**src/sfpi_defines.svh**
```systemverilog
// timing counts and encodings for the serial flash pin interface
`ifndef SFPI_DEFINES_SVH
`define SFPI_DEFINES_SVH
`define SFPI_BYTE_BITS      4'h8
`define SFPI_BIT_CNT_RST    3'h0
`define SFPI_SCK_PERIOD_NS  80
`define SFPI_CLK_PERIOD_NS  10
`endif

```
**src/sfpi_pkg.sv**
```systemverilog
// types shared by the serial flash pin interface
package sfpi_pkg;
   typedef enum logic [4:0] {
      SFPI_IDLE = 5'b0_0001,
      SFPI_CMD  = 5'b0_0010,
      SFPI_ADDR = 5'b0_0100,
      SFPI_DATA = 5'b0_1000,
      SFPI_READ = 5'b1_0000
   } sfpi_state_t;

   typedef struct packed {
      logic       sck;
      logic       cs_n;
      logic       hold_n;
      logic       wp_n;
      logic [3:0] dq;
   } sfpi_pins_t;

   typedef struct packed {
      logic [3:0] o;
      logic [3:0] oe;
   } sfpi_drive_t;
endpackage : sfpi_pkg

```
**src/sfpi_sync.sv**
```systemverilog
// two-flop synchroniser for a group of pin inputs
`timescale 1ns/1ns
`default_nettype none
module sfpi_sync
#(
   parameter int W = 8
)
(
   input  wire logic         clk_sys, // system clock
   input  wire logic         rstn,    // async reset, active low
   input  wire logic [W-1:0] d,       // raw pin levels
   output logic      [W-1:0] q        // synchronised levels
);
   logic [W-1:0] meta;

   always_ff @(posedge clk_sys or negedge rstn)
   begin
      if (!rstn)
      begin
         // low after reset: a select held low from power-up shows no edge
         meta <= '0;
         q    <= '0;
      end
      else
      begin
         meta <= d;
         q    <= meta;
      end
   end
endmodule : sfpi_sync
`default_nettype wire

```
**src/sfpi_core.sv**
```systemverilog
// device-side pin logic of a serial flash interface
`timescale 1ns/1ns
`default_nettype none
`include "sfpi_defines.svh"
//==========================================================
// Contract
// - capture serial input bits on rising serial clock edges.
// - launch output bits after falling serial clock edges.
// - select high deselects and floats output; low activates.
// - no command accepted before first select falling edge after power-up.
// - standby when deselected and no internal operation runs.
// - pause low floats output, ignores input and clock.
// - protect low rejects program/erase hitting protected area.
// - dual/quad modes use lines 0 and 1 bidirectionally.
// - quad mode uses pause and protect pins as data lines.
// - transfers are whole bytes, msb first.
// - stopped clock with select low is tolerated.
// - quad bit turns protect/pause pins into lines 2 and 3.
module sfpi_core
   import sfpi_pkg::*;
(
   input  wire logic       clk_sys,        // system clock 100 MHz
   input  wire logic       rstn,           // async reset, active low
   input  wire logic       sck,            // serial clock pin
   input  wire logic       cs_n,           // chip select, active low
   input  wire logic [3:0] dq_i,           // data line input levels
   output logic      [3:0] dq_o,           // data line output values
   output logic      [3:0] dq_oe,          // data line output enables
   input  wire logic       quad_en,        // non-volatile quad bit
   input  wire logic [1:0] xfer_width,     // 0 single, 1 dual, 2 quad
   input  wire logic       busy,           // internal operation running
   input  wire logic       protected_hit,  // target in protected area
   input  wire logic       read_phase,     // command now returns data
   input  wire logic       prog_cmd,       // command programs or erases
   input  wire logic [7:0] tx_byte,        // next byte to return
   output logic            byte_valid,     // one-cycle pulse: byte taken
   output logic      [7:0] rx_byte,        // captured byte
   output logic            tx_next,        // one-cycle pulse: load tx
   output logic            reject,         // one-cycle pulse: rejected
   output logic            armed,          // first select edge seen
   output logic            standby         // device in standby
);
   //==========================================================
   // pin synchronisers
   logic [5:0] raw;
   logic [5:0] syn;
   assign raw = {sck, cs_n, dq_i};

   sfpi_sync #(.W(6)) u_sync (
      .clk_sys (clk_sys),
      .rstn    (rstn),
      .d       (raw),
      .q       (syn)
   );

   logic       s_sck;
   logic       s_cs_n;
   logic [3:0] s_dq;
   logic       hold_n;
   logic       wp_n;
   assign s_sck  = syn[5];
   assign s_cs_n = syn[4];
   assign s_dq   = syn[3:0];
   // quad bit reassigns the control pins as data lines
   assign hold_n = quad_en ? 1'b1 : s_dq[3];
   assign wp_n   = quad_en ? 1'b1 : s_dq[2];

   //==========================================================
   // state
   typedef struct packed {
      sfpi_state_t st;
      logic        sck_d;
      logic        cs_d;
      logic        armed;
      logic [2:0]  bits;
      logic [7:0]  sh_in;
      logic [7:0]  sh_out;
      logic [3:0]  o;
      logic        drive;
      logic        bv;
      logic [7:0]  rx;
      logic        txn;
      logic        rej;
   } sfpi_reg_t;

   sfpi_reg_t r;
   sfpi_reg_t next_r;

   logic rise;
   logic fall;
   logic cs_fall;
   logic [2:0] step;
   assign rise    = s_sck & ~r.sck_d & hold_n;
   assign fall    = ~s_sck & r.sck_d & hold_n;
   assign cs_fall = ~s_cs_n & r.cs_d;
   assign step    = (xfer_width == 2'd2) ? 3'd4 :
                    (xfer_width == 2'd1) ? 3'd2 : 3'd1;

   always_comb
   begin
      next_r       = r;
      next_r.sck_d = s_sck;
      next_r.cs_d  = s_cs_n;
      next_r.bv    = 1'b0;
      next_r.txn   = 1'b0;
      next_r.rej   = 1'b0;
      if (cs_fall)
         next_r.armed = 1'b1;
      if (s_cs_n)
      begin
         next_r.st    = SFPI_IDLE;
         next_r.drive = 1'b0;
         next_r.bits  = `SFPI_BIT_CNT_RST;
      end
      else if (r.armed)
      begin
         if (r.st == SFPI_IDLE)
            next_r.st = SFPI_CMD;
         if (rise && !(read_phase && r.st != SFPI_CMD))
         begin
            // msb first, one to four lines per edge
            case (xfer_width)
               2'd1: next_r.sh_in = {r.sh_in[5:0], s_dq[1:0]};
               2'd2: next_r.sh_in = {r.sh_in[3:0], s_dq};
               default: next_r.sh_in = {r.sh_in[6:0], s_dq[0]};
            endcase
            next_r.bits = 3'(r.bits + step);
            if (3'(r.bits + step) == 3'd0)
            begin
               next_r.bv = 1'b1;
               next_r.rx = next_r.sh_in;
               if (r.st == SFPI_CMD)
                  next_r.st = SFPI_ADDR;
               if (prog_cmd && !wp_n && protected_hit)
                  next_r.rej = 1'b1;
            end
         end
         if (read_phase && r.st != SFPI_CMD)
         begin
            next_r.st = SFPI_READ;
            if (fall)
            begin
               if (r.bits == 3'd0)
                  next_r.sh_out = tx_byte;
               else
                  next_r.sh_out = r.sh_out << step;
               next_r.o = (r.bits == 3'd0) ? tx_byte[7:4] : next_r.sh_out[7:4];
               next_r.txn  = (r.bits == 3'd0);
               next_r.bits = 3'(r.bits + step);
               next_r.drive = 1'b1;
            end
         end
      end
   end

   always_ff @(posedge clk_sys or negedge rstn)
   begin
      if (!rstn)
      begin
         r       <= '0;
         r.st    <= SFPI_IDLE;
         r.sck_d <= 1'b0;
         // matches the synchroniser's low reset level: no false select edge
         r.cs_d  <= 1'b0;
      end
      else
         r <= next_r;
   end

   //==========================================================
   // pin drive
   always_comb
   begin
      dq_o  = 4'h0;
      dq_oe = 4'h0;
      if (r.drive && !s_cs_n && hold_n)
      begin
         case (xfer_width)
            2'd1:
            begin
               dq_o  = {2'b00, r.o[3:2]};
               dq_oe = 4'b0011;
            end
            2'd2:
            begin
               dq_o  = r.o;
               dq_oe = quad_en ? 4'b1111 : 4'b0011;
            end
            default:
            begin
               dq_o  = {2'b00, r.o[3], 1'b0};
               dq_oe = 4'b0010;
            end
         endcase
      end
   end

   assign byte_valid = r.bv;
   assign rx_byte    = r.rx;
   assign tx_next    = r.txn;
   assign reject     = r.rej;
   assign armed      = r.armed;
   assign standby    = s_cs_n & ~busy;

   //==========================================================
   // checks
   a_float_deselect: assert property (@(posedge clk_sys) disable iff (!rstn)
      s_cs_n |-> dq_oe == 4'h0) else $error("output driven while deselected");
   a_pause_float: assert property (@(posedge clk_sys) disable iff (!rstn)
      !hold_n |-> dq_oe == 4'h0) else $error("output driven in pause");
   a_no_cmd_early: assert property (@(posedge clk_sys) disable iff (!rstn)
      !r.armed |-> !r.bv) else $error("byte taken before select edge");
   a_arm_on_edge: assert property (@(posedge clk_sys) disable iff (!rstn)
      cs_fall |=> r.armed) else $error("select edge not armed");
   a_standby_lvl: assert property (@(posedge clk_sys) disable iff (!rstn)
      (s_cs_n && !busy) |-> standby) else $error("standby missing");
   a_reject_prot: assert property (@(posedge clk_sys) disable iff (!rstn)
      r.rej |-> $past(prog_cmd && protected_hit && !wp_n))
      else $error("reject without cause");
   a_cmd_float: assert property (@(posedge clk_sys) disable iff (!rstn)
      (r.st == SFPI_CMD) |-> dq_oe == 4'h0) else $error("driven in command");
   a_quad_lines: assert property (@(posedge clk_sys) disable iff (!rstn)
      (dq_oe[3] || dq_oe[2]) |-> quad_en) else $error("quad lines misused");
   a_launch_fall: assert property (@(posedge clk_sys) disable iff (!rstn)
      $changed(r.o) |-> $past(fall))
      else $error("output moved without a clock fall");
   a_capture_rise: assert property (@(posedge clk_sys) disable iff (!rstn)
      $changed(r.rx) |-> $past(rise))
      else $error("byte taken without a clock rise");
endmodule : sfpi_core
`default_nettype wire

```
**config.mk**
```make
export PLATFORM = sky130hd
export DESIGN_NAME = sfpi_core
export DESIGN_NICKNAME = d
export VERILOG_FILES = /design/src/sfpi_pkg.sv /design/src/sfpi_sync.sv /design/src/sfpi_core.sv
export VERILOG_INCLUDE_DIRS = /design/src
export SDC_FILE = /design/constraint.sdc
export NUM_CORES = 1
export LEC_CHECK = 0
export ABC_AREA = 1
export BUFFER_PORTS_ARGS = -buffer_cell sky130_fd_sc_hd__buf_2
export CORE_MARGIN = 1.5
export CORE_UTILIZATION = 50
export DETAILED_ROUTE_END_ITERATION = 10
export PLACE_DENSITY = 0.73
export REMOVE_ABC_BUFFERS = 1
export SYNTH_ARGS = -nofsm -noshare
export SYNTH_HDL_FRONTEND = slang
export SYNTH_SLANG_ARGS = --single-unit
```
**constraint.sdc**
```tcl
create_clock -name clk_sys -period 2.1 [get_ports clk_sys]
set_input_delay 0.21 -clock clk_sys [delete_from_list [all_inputs] [get_ports clk_sys]]
set_output_delay 0.21 -clock clk_sys [all_outputs]
set_load 0.02 [all_outputs]
```
==> flow_summary.yaml <==
route:
  num_vias: 2131
  first_iter_violations: 93
  drt-pass1-iter-count: 4
  detail_route.vias_per_cell: 5.00
  wl_per_cell_um: 12.1
  postRouteWirelength_mm: 5.17
  drtAntennaViolNets: 0
  drc: 0
worst_setup_path:
  end_kind: "output port"
  worstPathRequired_ps: 1890
  cp_data_arrival_time_ps: 1750
  startpoint_type: "flip-flop"
  path_max_fanout: 6
  ff2ff_setup_slack_ps: 310
  r2r_start: "r[32]"
  startpoint: "u_sync.q[4]"
  rr_worst_depth: 7
  crit_path_end: "dq_o[0]"
  r2r_end: "rx_byte[3]"
  crit_type: "flip-flop to output port"
layout:
  multi_input_area_mm2: 0.00108
  n_fill_cell: 488
  diodes: 0
  layout-drive-gt1-share_pct: 20.5
  area_growth_pct: 14.6
  finish.instance_area_mm2: 0.00298
  regArea_mm2: 0.00125
  final_nets: 384
floorplan:
  die_x_um: 75.2
  rows: 26
  io_pins: 44
  die_y_um: 75.2
  die-area_mm2: 0.00565
  start_util_pct: 51.3
  core-area_mm2: 0.00507
place:
  dp_hpwl_mm: 3.96
  io_buffers: 43
  dpl_cell_area_mm2: 0.00282
  globalplace.congestion: 0.923
sta:
  max_freq_mhz: 511
  finalCritPeriodShare_pct: 93.1
  worst_pin_slew_ps: 569
  rsz0062_at_grt: "no"
  tns_ps: 0
  finalSetupViolCount: 0
  finalHoldViolations: 0
  fin_crit_ps: 1960
  final.setup_skew_ps: 10.5
  max_slew_margin_pct: 62.1
  slew_violations: 0
synthesis:
  synth_cells: 312
  syn_area_per_cell_um2: 8.35
  synth_seq_cells: 50
  synth.top_cell.area_share_pct: 47.1
  syn_area_mm2: 0.00260
  ys_warn_count: 0
  synth_top_area_cell: "dfrtp_1"
  ys_types: 32
  ys_top_cells_by_area: "dfrtp_1, nand2_1, nand3_1"
  synth.yosys.seq_area_share_pct: 48.1
clock_tree:
  htreeDepth: 2
  clkSlewWorstSetupHoldPaths_ps: 90
  clk_path_buf_depth: 2
  root_buffer: "clkbuf_8"
  cts_sinks: 50
  post_cts_resized: 0
  clock_latency_ps: 300
  cts_tree: "built"
  cts_inserted_buffers: 5
global_route:
  grt_pass1_wl_mm: 8.69
  grt_usage_pct: 20.2
  antenna_found_initial: 0
  grt_pass1_vias: 2028
  grt_max_degree: 27
  grt_overflow_total: 0
flow_run:
  cap_viol_max_count: 0
worst_hold_path:
  hp-class: "input pin to flip-flop"
  worst_hold_startpoint: "dq_i[0]"
power:
  p_leak_nw: 1.56
  p_per_area_mw_per_mm2: 821
  total_power_mw: 2.45
  ir_drop_uv: 582
run_status:
  status: "finished clean"
## worst max-delay path: stages, from the launching register on
cell	delay [ps]
dfrtp_1	490
nor3_1	390
inv_1	150
a211oi_1	210
buf_2	210
## state kept, by name, indices dropped and copies added, names as in the netlist, named ones only
signal	flops
tx_next	1
armed	1
reject	1
byte_valid	1
u_sync.meta	6
r	24
u_sync.q	6
rx_byte	8
## what timing repair did
action,in CTS,in global routing
hold endpoints to repair,26,2
buffers inserted,0,0
hold buffers,3,2
## Yosys cell counts
library cell and n:
inv_2 5, ha_1 6, o21ai_0 11, nand3_4 2, clkinv_2 1, nand2_4 2, nand2_1 87, inv_1 29
xor2_1 2, clkinv_1 1, nor3_2 2, dfrtp_1 49, a211oi_1 1, nand2_2 1, nor2_2 1, nor3_1 1
buf_2 4, xnor2_1 1, o21ai_1 22, o211ai_1 6, nor2_1 19, o22ai_1 7, nor2_4 2, buf_6 4
a22oi_1 1, and3_1 1, nor2_8 1, dfstp_2 1, nand3_1 23, buf_4 9, nand4_1 4, a21oi_1 6
## cells by family after synthesis
logic type | share of synthesized area (%)
XOR/XNOR | 1.01
AO/OA/AOI/OAI | 11.5
adder cells (fa/ha/maj) | 2.88
AND/OR/NAND/NOR | 26.2
flip-flops | 48.1
buffers and inverters | 10.3
## how the worst min path moves through the flow
| stage | end | slack [ps] | depth (start not counted) |
|---|---|---|---|
| finish | u_sync.meta[0] | 10 | 1 |
| global route | u_sync.meta[0] | 2 | 1 |
| CTS | u_sync.meta[4] | 3 | 1 |
| detailed placement | async pin | 240 | 1 |
| global placement | async pin | 240 | 1 |
| floorplan | async pin | -90 | 0 |
## metrics by stage
step / cells / hold slack, ps / utilization [%] / setup WS, ps
floorplan: 295 / -85.6 / - / 93.6
global placement: 413 / 240 / 55.6 / 162
detailed placement: 413 / 243 / 55.6 / 71.0
CTS: 424 / 2.57 / 58.4 / 153
global route: 426 / 1.69 / 58.8 / 16.5
finish: 426 / 9.97 / 58.8 / 145
## report_power, final
part           total, mW  internal (mW)  switching [mW]
clock              0.663          0.355           0.308
sequential          1.19           1.11          0.0823
combinational      0.594          0.208           0.386
## placed cells by master, fill, tap and decap left out, drive strengths merged, types with 2 or more instances in the layout
master,n
nand2,90
dfrtp,49
buf,48
inv,34
o21ai,33
nand3,25
nor2,23
o22ai,7
a21oi,6
o211ai,6
ha,6
clkbuf,6
dlygate4sd3,5
nand4,4
nor3,3
xor2,2
clkinv,2
## routing by layer
metal	part of all wire (%)	routed length, um	vias up	track usage (%)
li1	-	-	1085	-
met1	45	2350	1000	25.5
met2	50	2580	39	35.5
met3	3.2	168	7	3.21
met4	1.5	77	0	6.55
met5	0	0	-	0
## cell type report
type	instances	area share [%]
Tap cell	70	2.94
Inverter	36	4.57
Sequential cell	50	42.0
Multi-Input combinational cell	209	36.3
Clock buffer	6	2.43
Clock inverter	2	1.26
Timing Repair Buffer	53	10.6
No activity file was read; power rests on OpenSTA's default activity.
